===== src/hw/rcs_consts.svh =====
// Register map, field positions, reset values and timing figures of the read cycle controller.
`ifndef RCS_CONSTS_SVH
`define RCS_CONSTS_SVH
// Register byte addresses.
`define RCS_ADDR_CTRL   5'h00
`define RCS_ADDR_AUTO   5'h04
`define RCS_ADDR_TIMER  5'h08
`define RCS_ADDR_CMD    5'h0c
`define RCS_ADDR_STATUS 5'h10
`define RCS_ADDR_BEAT   5'h14
// Control register fields.
`define RCS_CTRL_START  1:0
`define RCS_CTRL_STOP   4:2
`define RCS_CTRL_BEEP   5
`define RCS_CTRL_BEAT   6
`define RCS_CTRL_EARLY  7
`define RCS_CTRL_HOST   11:8
`define RCS_CTRL_RST    32'h0000_0120
// Command register bits.
`define RCS_CMD_START   0
`define RCS_CMD_STOP    1
// Start source codes.
`define RCS_SRC_SENSOR  2'h0
`define RCS_SRC_CMD     2'h1
`define RCS_SRC_AUTO    2'h2
`define RCS_SRC_FREE    2'h3
// Stop source codes.
`define RCS_STP_CYCLE   3'h0
`define RCS_STP_EXIT    3'h1
`define RCS_STP_CMD     3'h2
`define RCS_STP_TIMER   3'h3
`define RCS_STP_COND    3'h4
// Reset periods in clock cycles.
`define RCS_AUTO_RST    32'h0000_1000
`define RCS_TIMER_RST   32'h0000_0800
`define RCS_BEAT_RST    32'h0001_0000
// Code count limit per reading interval.
`define RCS_MAX_CODES   4'hf
// Timing: clock period and indicator flash length in ns.
`define RCS_CLK_NS      4
`define RCS_FLASH_NS    100000000
`endif


===== src/hw/rcs_pkg.sv =====
// Types shared by the read cycle controller.
package rcs_pkg;
  // Colour drive of the status indicator.
  typedef struct packed {
    logic red;
    logic green;
    logic blue;
  } rcs_led_type;
  // One read result handed to the output interfaces.
  typedef struct packed {
    logic       valid;
    logic       good;
    logic [3:0] count;
  } rcs_result_type;
  // Device operating state.
  typedef enum logic [2:0] {
    RCS_DOWNLOAD = 3'b000,
    RCS_SELFTEST = 3'b001,
    RCS_READY    = 3'b010,
    RCS_FWLOAD   = 3'b011,
    RCS_FAULT    = 3'b100
  } rcs_state_type;
endpackage


===== src/hw/rcs_ctrl.sv =====
// Read cycle controller with status indicator and Avalon-MM register slave.
`include "rcs_consts.svh"
`timescale 1ns/10ps
`default_nettype none
module rcs_ctrl #(
  parameter int FLASH_CYC = `RCS_FLASH_NS / `RCS_CLK_NS
) (
  input  wire logic                clock_in,
  input  wire logic                rst_in,
  input  wire logic [4:0]          avs_address_in,
  input  wire logic                avs_read_in,
  input  wire logic                avs_write_in,
  input  wire logic [31:0]         avs_writedata_in,
  output logic [31:0]              avs_readdata_out,
  output logic                     avs_waitrequest_out,
  input  wire logic                sensor_entry_in,
  input  wire logic                sensor_exit_in,
  input  wire logic                param_done_in,
  input  wire logic                selftest_pass_in,
  input  wire logic                hardware_fault_in,
  input  wire logic                fw_busy_in,
  input  wire logic                fw_done_in,
  input  wire logic                fw_fail_in,
  input  wire logic                code_in,
  input  wire logic                cond_met_in,
  output rcs_pkg::rcs_led_type     led_out,
  output logic                     beeper_out,
  output logic                     heartbeat_out,
  output logic                     interval_out,
  output rcs_pkg::rcs_result_type  host_result_out,
  output logic [3:0]               host_sel_out,
  output rcs_pkg::rcs_result_type  aux_result_out
);
  // ****************************************
  // Register slave
  // ****************************************
  logic [31:0] ctrl_reg;   // Source selects and option enables.
  logic [31:0] auto_reg;   // Auto-pulse period in cycles.
  logic [31:0] timer_reg;  // Stop timer length in cycles.
  logic [31:0] beat_reg;   // Heartbeat period in cycles.
  logic        ack_reg;    // Ends the single wait cycle of each access.
  logic [31:0] rdata_next; // Read multiplexer.
  wire  wr_take  = avs_write_in & ack_reg;
  wire  wr_ctrl  = wr_take & (avs_address_in == `RCS_ADDR_CTRL);
  wire  wr_auto  = wr_take & (avs_address_in == `RCS_ADDR_AUTO);
  wire  wr_timer = wr_take & (avs_address_in == `RCS_ADDR_TIMER);
  wire  wr_beat  = wr_take & (avs_address_in == `RCS_ADDR_BEAT);
  wire  wr_cmd   = wr_take & (avs_address_in == `RCS_ADDR_CMD);
  wire  cmd_start = wr_cmd & avs_writedata_in[`RCS_CMD_START];
  wire  cmd_stop  = wr_cmd & avs_writedata_in[`RCS_CMD_STOP];
  // Every access waits exactly one cycle, so read data can be registered.
  assign avs_waitrequest_out = (avs_read_in | avs_write_in) & ~ack_reg;
  // Acknowledge pulses high for one cycle per access.
  always_ff @(posedge clock_in or posedge rst_in) begin
    if (rst_in) begin
      ack_reg <= 1'b0;
    end else begin
      ack_reg <= (avs_read_in | avs_write_in) & ~ack_reg;
    end
  end
  // Writable registers keep their value until software writes them.
  always_ff @(posedge clock_in or posedge rst_in) begin
    if (rst_in) begin
      ctrl_reg  <= `RCS_CTRL_RST;
      auto_reg  <= `RCS_AUTO_RST;
      timer_reg <= `RCS_TIMER_RST;
      beat_reg  <= `RCS_BEAT_RST;
    end else begin
      if (wr_ctrl)  ctrl_reg  <= avs_writedata_in;
      if (wr_auto)  auto_reg  <= avs_writedata_in;
      if (wr_timer) timer_reg <= avs_writedata_in;
      if (wr_beat)  beat_reg  <= avs_writedata_in;
    end
  end
  // ****************************************
  // Sensor synchronisers
  // ****************************************
  wire  [1:0] sens_pin = {sensor_exit_in, sensor_entry_in};
  logic [1:0] sens_lvl_reg; // Filtered sensor levels.
  logic [1:0] sens_old_reg; // Levels one cycle earlier.
  genvar g;
  generate
    for (g = 0; g < 2; g = g + 1) begin : g_sync
      logic [2:0] q_reg; // Three-stage capture chain.
      // A level change counts once stages two and three agree.
      always_ff @(posedge clock_in or posedge rst_in) begin
        if (rst_in) begin
          q_reg           <= 3'h0;
          sens_lvl_reg[g] <= 1'b0;
          sens_old_reg[g] <= 1'b0;
        end else begin
          q_reg <= {q_reg[1:0], sens_pin[g]};
          if (q_reg[1] == q_reg[2]) sens_lvl_reg[g] <= q_reg[2];
          sens_old_reg[g] <= sens_lvl_reg[g];
        end
      end
    end
  endgenerate
  wire entry_rise = sens_lvl_reg[0] & ~sens_old_reg[0];
  wire entry_fall = ~sens_lvl_reg[0] & sens_old_reg[0];
  wire exit_rise  = sens_lvl_reg[1] & ~sens_old_reg[1];
  // ****************************************
  // Device state
  // ****************************************
  rcs_pkg::rcs_state_type state_reg;
  rcs_pkg::rcs_state_type state_next;
  // Power-up walks download, self-test, then ready; firmware loads loop back.
  always_comb begin
    state_next = state_reg;
    unique case (state_reg)
      rcs_pkg::RCS_DOWNLOAD: if (param_done_in) state_next = rcs_pkg::RCS_SELFTEST;
      rcs_pkg::RCS_SELFTEST: begin
        if (hardware_fault_in) state_next = rcs_pkg::RCS_FAULT;
        else if (selftest_pass_in) state_next = rcs_pkg::RCS_READY;
      end
      rcs_pkg::RCS_READY: begin
        if (hardware_fault_in) state_next = rcs_pkg::RCS_FAULT;
        else if (fw_busy_in) state_next = rcs_pkg::RCS_FWLOAD;
      end
      rcs_pkg::RCS_FWLOAD: begin
        if (fw_fail_in) state_next = rcs_pkg::RCS_FAULT;
        else if (fw_done_in) state_next = rcs_pkg::RCS_SELFTEST;
      end
      rcs_pkg::RCS_FAULT: if (fw_busy_in) state_next = rcs_pkg::RCS_FWLOAD;
      default: state_next = rcs_pkg::RCS_DOWNLOAD;
    endcase
  end
  // State register.
  always_ff @(posedge clock_in or posedge rst_in) begin
    if (rst_in) state_reg <= rcs_pkg::RCS_DOWNLOAD;
    else state_reg <= state_next;
  end
  wire ready = (state_reg == rcs_pkg::RCS_READY);
  // ****************************************
  // Read cycle control
  // ****************************************
  logic        open_reg;   // Reading interval is open.
  logic [31:0] auto_cnt_reg;
  logic [31:0] tmr_cnt_reg;
  logic [3:0]  codes_reg;  // Codes seen in the current interval.
  logic        early_reg;  // Result already sent during this interval.
  wire [1:0] start_src = ctrl_reg[`RCS_CTRL_START];
  wire [2:0] stop_src  = ctrl_reg[`RCS_CTRL_STOP];
  wire auto_hit = (auto_cnt_reg >= auto_reg);
  wire start_sel = (start_src == `RCS_SRC_SENSOR) ? entry_rise :
                   (start_src == `RCS_SRC_CMD)    ? cmd_start  :
                   (start_src == `RCS_SRC_AUTO)   ? auto_hit   : 1'b1;
  // Starts are only taken while ready and no interval is open.
  wire start_ev = ready & ~open_reg & start_sel;
  wire stop_sel = (stop_src == `RCS_STP_CYCLE) ? entry_fall :
                  (stop_src == `RCS_STP_EXIT)  ? exit_rise  :
                  (stop_src == `RCS_STP_CMD)   ? cmd_stop   :
                  (stop_src == `RCS_STP_TIMER) ? (tmr_cnt_reg >= timer_reg) :
                  (stop_src == `RCS_STP_COND)  ? cond_met_in : 1'b0;
  // A fault or firmware load also closes an open interval.
  wire stop_ev  = open_reg & (stop_sel | ~ready);
  wire early_ev = open_reg & ~stop_ev & ~early_reg & ctrl_reg[`RCS_CTRL_EARLY] & cond_met_in;
  wire good_now = (codes_reg != 4'h0);
  // Interval, counters and code tally.
  always_ff @(posedge clock_in or posedge rst_in) begin
    if (rst_in) begin
      open_reg     <= 1'b0;
      auto_cnt_reg <= 32'h0;
      tmr_cnt_reg  <= 32'h0;
      codes_reg    <= 4'h0;
      early_reg    <= 1'b0;
    end else begin
      // The auto-pulse counter runs freely while ready, is held at zero otherwise, and restarts on each pulse.
      auto_cnt_reg <= (auto_hit | ~ready) ? 32'h0 : auto_cnt_reg + 32'h1;
      if (start_ev) begin
        open_reg    <= 1'b1;
        tmr_cnt_reg <= 32'h0;
        codes_reg   <= 4'h0;
        early_reg   <= 1'b0;
      end else if (stop_ev) begin
        open_reg <= 1'b0;
      end else if (open_reg) begin
        tmr_cnt_reg <= tmr_cnt_reg + 32'h1;
        // Code count saturates at the interval limit.
        if (code_in && codes_reg != `RCS_MAX_CODES) codes_reg <= codes_reg + 4'h1;
        if (early_ev) early_reg <= 1'b1;
      end
    end
  end
  // ****************************************
  // Result output
  // ****************************************
  rcs_pkg::rcs_result_type res_next;
  // One result per interval: early when conditions hold, else at the end.
  assign res_next = {early_ev | (stop_ev & ~early_reg), good_now, codes_reg};
  // Result registers feed both output interfaces.
  always_ff @(posedge clock_in or posedge rst_in) begin
    if (rst_in) begin
      host_result_out <= '0;
      aux_result_out  <= '0;
      host_sel_out    <= 4'h0;
    end else begin
      aux_result_out  <= res_next;
      host_result_out <= res_next;
      host_sel_out    <= ctrl_reg[`RCS_CTRL_HOST];
    end
  end
  // ****************************************
  // Indicator, beeper and heartbeat
  // ****************************************
  logic [31:0] flash_cnt_reg; // Remaining flash or blink cycles.
  logic        flash_good_reg;
  logic        blink_reg;     // Alternation phase during firmware load.
  logic [31:0] beat_cnt_reg;
  rcs_pkg::rcs_led_type led_next;
  wire flashing = (flash_cnt_reg != 32'h0);
  // Leaving firmware load drops any blink phase still counting down.
  wire fw_leave = (state_reg == rcs_pkg::RCS_FWLOAD) & (state_next != rcs_pkg::RCS_FWLOAD);
  wire beat_hit = ready & ctrl_reg[`RCS_CTRL_BEAT] & (beat_cnt_reg >= beat_reg);
  // Colour selection per state.
  always_comb begin
    led_next = '0;
    unique case (state_reg)
      rcs_pkg::RCS_FAULT:  led_next.red = 1'b1;
      rcs_pkg::RCS_FWLOAD: begin
        led_next.red  = blink_reg;
        led_next.blue = ~blink_reg;
      end
      rcs_pkg::RCS_READY: begin
        if (flashing && flash_good_reg) led_next.green = 1'b1;
        else if (flashing) led_next.red = 1'b1;
        else led_next.blue = 1'b1;
      end
      default: led_next = '0;
    endcase
  end
  // Flash timer, blink phase, heartbeat counter and output flops.
  always_ff @(posedge clock_in or posedge rst_in) begin
    if (rst_in) begin
      flash_cnt_reg  <= 32'h0;
      flash_good_reg <= 1'b0;
      blink_reg      <= 1'b0;
      beat_cnt_reg   <= 32'h0;
      led_out        <= '0;
      beeper_out     <= 1'b0;
      heartbeat_out  <= 1'b0;
      interval_out   <= 1'b0;
    end else begin
      if (stop_ev) begin
        flash_cnt_reg  <= 32'(FLASH_CYC);
        flash_good_reg <= good_now;
      end else if (fw_leave) begin
        flash_cnt_reg <= 32'h0;
      end else if (flashing) begin
        flash_cnt_reg <= flash_cnt_reg - 32'h1;
      end else if (state_reg == rcs_pkg::RCS_FWLOAD) begin
        flash_cnt_reg <= 32'(FLASH_CYC);
        blink_reg     <= ~blink_reg;
      end
      beat_cnt_reg  <= beat_hit ? 32'h0 : beat_cnt_reg + 32'h1;
      heartbeat_out <= beat_hit;
      led_out       <= led_next;
      beeper_out    <= ready & flashing & flash_good_reg & ctrl_reg[`RCS_CTRL_BEEP];
      interval_out  <= open_reg;
    end
  end
  // ****************************************
  // Register read
  // ****************************************
  always_comb begin
    rdata_next = 32'h0;
    unique case (avs_address_in)
      `RCS_ADDR_CTRL:   rdata_next = ctrl_reg;
      `RCS_ADDR_AUTO:   rdata_next = auto_reg;
      `RCS_ADDR_TIMER:  rdata_next = timer_reg;
      `RCS_ADDR_BEAT:   rdata_next = beat_reg;
      `RCS_ADDR_STATUS: rdata_next = {20'h0, led_out, flash_good_reg, codes_reg,
                                      open_reg, state_reg};
      default:          rdata_next = 32'h0;
    endcase
  end
  // Read data is captured on the wait cycle and stands at the taking edge.
  always_ff @(posedge clock_in or posedge rst_in) begin
    if (rst_in) avs_readdata_out <= 32'h0;
    else if (avs_read_in && !ack_reg) avs_readdata_out <= rdata_next;
  end
  // ****************************************
  // Assertions
  // ****************************************
  start_opens_a: assert property (@(posedge clock_in) disable iff (rst_in)
    start_ev |=> open_reg && codes_reg == 4'h0 && tmr_cnt_reg == 32'h0)
    else $error("start did not open interval");
  cmd_start_a: assert property (@(posedge clock_in) disable iff (rst_in)
    (cmd_start && ready && !open_reg && start_src == `RCS_SRC_CMD) |=> open_reg)
    else $error("command start ignored");
  no_restart_a: assert property (@(posedge clock_in) disable iff (rst_in)
    (open_reg && !stop_ev) |=> open_reg && tmr_cnt_reg == $past(tmr_cnt_reg) + 32'h1)
    else $error("open interval restarted");
  stop_closes_a: assert property (@(posedge clock_in) disable iff (rst_in)
    stop_ev |=> !open_reg ##1 interval_out == 1'b0)
    else $error("stop did not close interval");
  code_limit_a: assert property (@(posedge clock_in) disable iff (rst_in)
    (open_reg && codes_reg == `RCS_MAX_CODES && !start_ev) |=> codes_reg == `RCS_MAX_CODES)
    else $error("code count passed limit");
  result_end_a: assert property (@(posedge clock_in) disable iff (rst_in)
    (stop_ev && !early_reg) |=> host_result_out.valid && aux_result_out.valid)
    else $error("no result at interval end");
  good_flash_a: assert property (@(posedge clock_in) disable iff (rst_in)
    (stop_ev && good_now && ready && state_next == rcs_pkg::RCS_READY)
    |=> ##1 led_out.green && !led_out.blue)
    else $error("good read did not flash green");
  fault_red_a: assert property (@(posedge clock_in) disable iff (rst_in)
    (state_reg == rcs_pkg::RCS_FAULT) |=> led_out == 3'b100)
    else $error("fault not steady red");
  ready_blue_a: assert property (@(posedge clock_in) disable iff (rst_in)
    (ready && !flashing) |=> led_out.blue && !led_out.red)
    else $error("ready not blue");
  beep_off_a: assert property (@(posedge clock_in) disable iff (rst_in)
    !ctrl_reg[`RCS_CTRL_BEEP] |=> !beeper_out)
    else $error("beeper sounded while disabled");
endmodule // rcs_ctrl
`default_nettype wire


===== config.mk =====
export PLATFORM = sky130hd
export DESIGN_NAME = rcs_ctrl
export DESIGN_NICKNAME = d
export VERILOG_FILES = /design/src/hw/rcs_pkg.sv /design/src/hw/rcs_ctrl.sv
export VERILOG_INCLUDE_DIRS = /design/src /design/src/hw
export SDC_FILE = /design/constraint.sdc
export NUM_CORES = 1
export LEC_CHECK = 0
export BUFFER_PORTS_ARGS = -buffer_cell sky130_fd_sc_hd__buf_2
export CORE_ASPECT_RATIO = 0.8
export CORE_UTILIZATION = 35
export DETAILED_ROUTE_END_ITERATION = 8
export GPL_ROUTABILITY_DRIVEN = 1
export SETUP_SLACK_MARGIN = 0.4
export SLEW_MARGIN = 10
export SYNTH_ARGS = -nofsm -noshare
export SYNTH_HDL_FRONTEND = slang
export SYNTH_SLANG_ARGS = --single-unit

===== constraint.sdc =====
create_clock -name clock_in -period 10.35 [get_ports clock_in]
set_clock_uncertainty 0.1 [all_clocks]
set_input_delay 0.5175 -clock clock_in [delete_from_list [all_inputs] [get_ports clock_in]]
set_output_delay 0.5175 -clock clock_in [all_outputs]
set_load 0.01 [all_outputs]

==> flow_metrics.env <==
export IMPL_status="completed"
export IMPL_setup_tns_ns=0
export IMPL_seqPwrFrac_pct=45.5
export IMPL_cts_buffers=36
export IMPL_cp_cell_sequence="inv_1 > ha_1 > nand2b_1 > a2111oi_0 > o311a_1 > a2111oi_0 > o221ai_1 > a41oi_2 > buf_4 > nor2_1 > buf_4 > a22o_1"
export IMPL_fp_dieArea_sq_um=49700
export IMPL_dp_hpwl_mm=34.4
export IMPL_synthTopCellsByCount="321 x dfrtp_1, 170 x nand2_1, 130 x nor2_1"
export IMPL_first_iter_violations=1259
export IMPL_fin_nets=1940
export IMPL_avgRoutedWirePerCell_um=19.6
export IMPL_drc_errors=0
export IMPL_fmax_mhz=293
export IMPL_wl_met1_mm=23.0
export IMPL_routed_top_layer="met5"
export IMPL_viasPerCell=5.36
export IMPL_cp_required_ns=10.67
export IMPL_critPathArrivalTime_ns=3.73
export IMPL_cp_slowest_cell="dfrtp_1"
export IMPL_min_period_over_period_pct=33.0
export IMPL_drive_gt1_share_pct=16.0
export IMPL_die_h_um=200
export IMPL_area_growth_pct=13.5
export IMPL_finalCriticalPeriod_ns=3.41
export IMPL_critPathLaunch="auto_cnt_reg[0]"
export IMPL_antenna_found_initial=2
export IMPL_fp_coreArea_sq_um=48300
export IMPL_synth_ff_type="dfrtp_1"
export IMPL_min_path_type="input port to async pin"
export IMPL_rsz0062_at_grt="false"
export IMPL_grtUsageTotal_pct=19.4
export IMPL_firstDrtPassIters=5
export IMPL_seq_area_frac_synth_pct=47.8
export IMPL_r2r_slack_ns=6.94
export IMPL_netSwitchingFraction_pct=32.0
export IMPL_hold_viol_final=0
export IMPL_pre_cts_slack_ns=6.93
export IMPL_postRouteAntennaNets=0
export IMPL_clock_latency_ns=0.55
export IMPL_maxSlewHeadroom_pct=25.7
export IMPL_initial_core_util_pct=35.4
export IMPL_rows=72
export IMPL_p_int_uw=2430
export IMPL_grt_pass1_wl_mm=74.4
export IMPL_gr_total_overflow=0
export IMPL_io_pins=106
export IMPL_drt_wl_total_mm=47.8
export IMPL_synth_cells=1698
export IMPL_grt_pass1_vias=12585
export IMPL_avgSynthCellArea_sq_um=10.1
export IMPL_num_antenna_cells=0
export IMPL_clk_pin_slew_worst_paths_ns=0.06
export IMPL_worst_slew_pin_slew_ns=1.11
export IMPL_pwr_share_comb_pct=19.9
export IMPL_cts_max_level=2
export IMPL_cts_tree="done"
export IMPL_p_per_area_nw_per_um2=185
export IMPL_p_sw_uw=1150
export IMPL_ys_seq_elements=326
export IMPL_synth_edff_count=0
export IMPL_synth_top_area_share_pct=47.0
export IMPL_synth_largest_area_cell="dfrtp_1"
export IMPL_maxCapViolations=0
export IMPL_finalSetupViolCount=0
export IMPL_ir_worst_vdd_mv=0.126
export IMPL_ctsResizeCount=0
export IMPL_netlist_area_sq_um=17100
export IMPL_slew_violations=0
export IMPL_gp_congestion=0.840
export IMPL_yosysWarnings=0
export IMPL_timing_rr_start="auto_cnt_reg[0]"
export IMPL_crit_type="flop to flop"
export IMPL_wl_met3_mm=2.99
export IMPL_leakagePower_uw=0.00914
export IMPL_wl_met2_mm=20.5
export IMPL_ys_top_cells_by_area="dfrtp_1 47%, ha_1 7.5%, mux2_2 4.2%, nand2_1 3.7%, o21ai_0 3.6%"
export IMPL_async_reset_ff_share_pct=100
export IMPL_cp_start_kind="flop"
export IMPL_path_max_fanout=23
export IMPL_grt_max_degree=132
export IMPL_cts_path_max_buffers=3
export IMPL_port_buffers=105
export IMPL_vias=13075
export IMPL_clkPwrFrac_pct=34.6
export IMPL_fin_hold_ws_ns=0.0566
export IMPL_layout_setup_ws_ns=6.94
export IMPL_end_kind="flop"
export IMPL_die_w_um=249
export IMPL_cts_sinks=326
export IMPL_synth_nets=1851
export IMPL_synth_cell_type_count=82
export IMPL_slowest_delay_ns=0.43
export IMPL_synth_most_common_cell="dfrtp_1"
export IMPL_cts_root_buffer="clkbuf_16"
-- metrics by stage --
stage	total power, uW	cell area, sq um	util, %	instances
CTS	3610	19400	40.1	2441
finish	3580	19400	40.1	2441
detailed placement	2360	18200	37.8	2376
floorplan	2110	17100	-	1698
global placement	2330	18200	37.8	2376
global route	3770	19400	40.1	2441
-- logic make-up after synthesis --
| group | after synthesis | share of synthesized area, % |
|---|---|---|
| compound gates | 369 | 14.5 |
| mux | 70 | 4.58 |
| fa+ha+maj | 104 | 7.59 |
| flops | 326 | 47.8 |
| buf+inv | 196 | 4.72 |
| xor+xnor | 101 | 5.18 |
| simple gates | 532 | 15.6 |
-- worst paths after layout --
path,depth (start not counted),end
min in group clock_in,3,timer_reg[24]
max reg2reg,12,tmr_cnt_reg[28]
max in group asynchronous,4,avs_readdata_out[20]
min,2,g_sync[0].q_reg[0]
max,12,tmr_cnt_reg[28]
min reg2reg,0,g_sync[0].q_reg[1]
-- repair_timing --
item,CTS,global route
hold buffers,2,0
buffers inserted,0,0
hold endpoints to repair,2,0
-- worst max-delay path: cells and delay by family (launching register included) --
family / cells / cell delay [ns]
buffers and inverters: 3 / 0.57
adder cells (fa/ha/maj): 1 / 0.26
flip-flops: 1 / 0.43
AND/OR/NAND/NOR: 2 / 0.15
AO/OA/AOI/OAI: 6 / 1.75
-- power groups by stage --
stage | logic, uW | registers (uW) | clock network [uW]
5_1_grt | 802 | 1650 | 1320
3_5_place_dp | 713 | 1650 | 0
2_1_floorplan | 526 | 1590 | 0
3_3_place_gp | 690 | 1640 | 0
6_report | 713 | 1630 | 1240
4_1_cts | 719 | 1620 | 1270
-- layout by cell type, fill, tap and decap left out, drive strengths merged, types with 6 or more instances in the layout --
cell / n
dfrtp: 321
nand2: 170
o21ai: 133
nor2: 131
buf: 123
inv: 122
ha: 102
mux2: 65
xor2: 58
a21oi: 57
clkbuf: 56
nand3: 52
xnor2: 43
a22o: 41
nor3: 39
a21o: 29
a221oi: 23
or3: 22
nand4: 22
and3: 18
o22ai: 14
nor4: 13
nor3b: 13
nand2b: 11
a222oi: 11
a22oi: 11
or4: 9
a211oi: 7
o31ai: 6
and4: 6
or2: 6
clkinv: 6
-- cell type report --
class	instances	area, sq um
fillers	4706	28900
multi-input cells	1176	8170
flip-flops and latches	326	8160
clock buffers	56	1070
well taps	629	787
repair buffers	125	681
inverters	122	465
clock inverters	7	52.6
-- per-layer routing --
metal  global-route usage, %  vias up
met5                       0        -
met4                    6.53        4
met3                    3.69       73
met2                    28.8      336
met1                    28.1     6467
li1                        -     6195
Power figures use the tool's default switching activity.
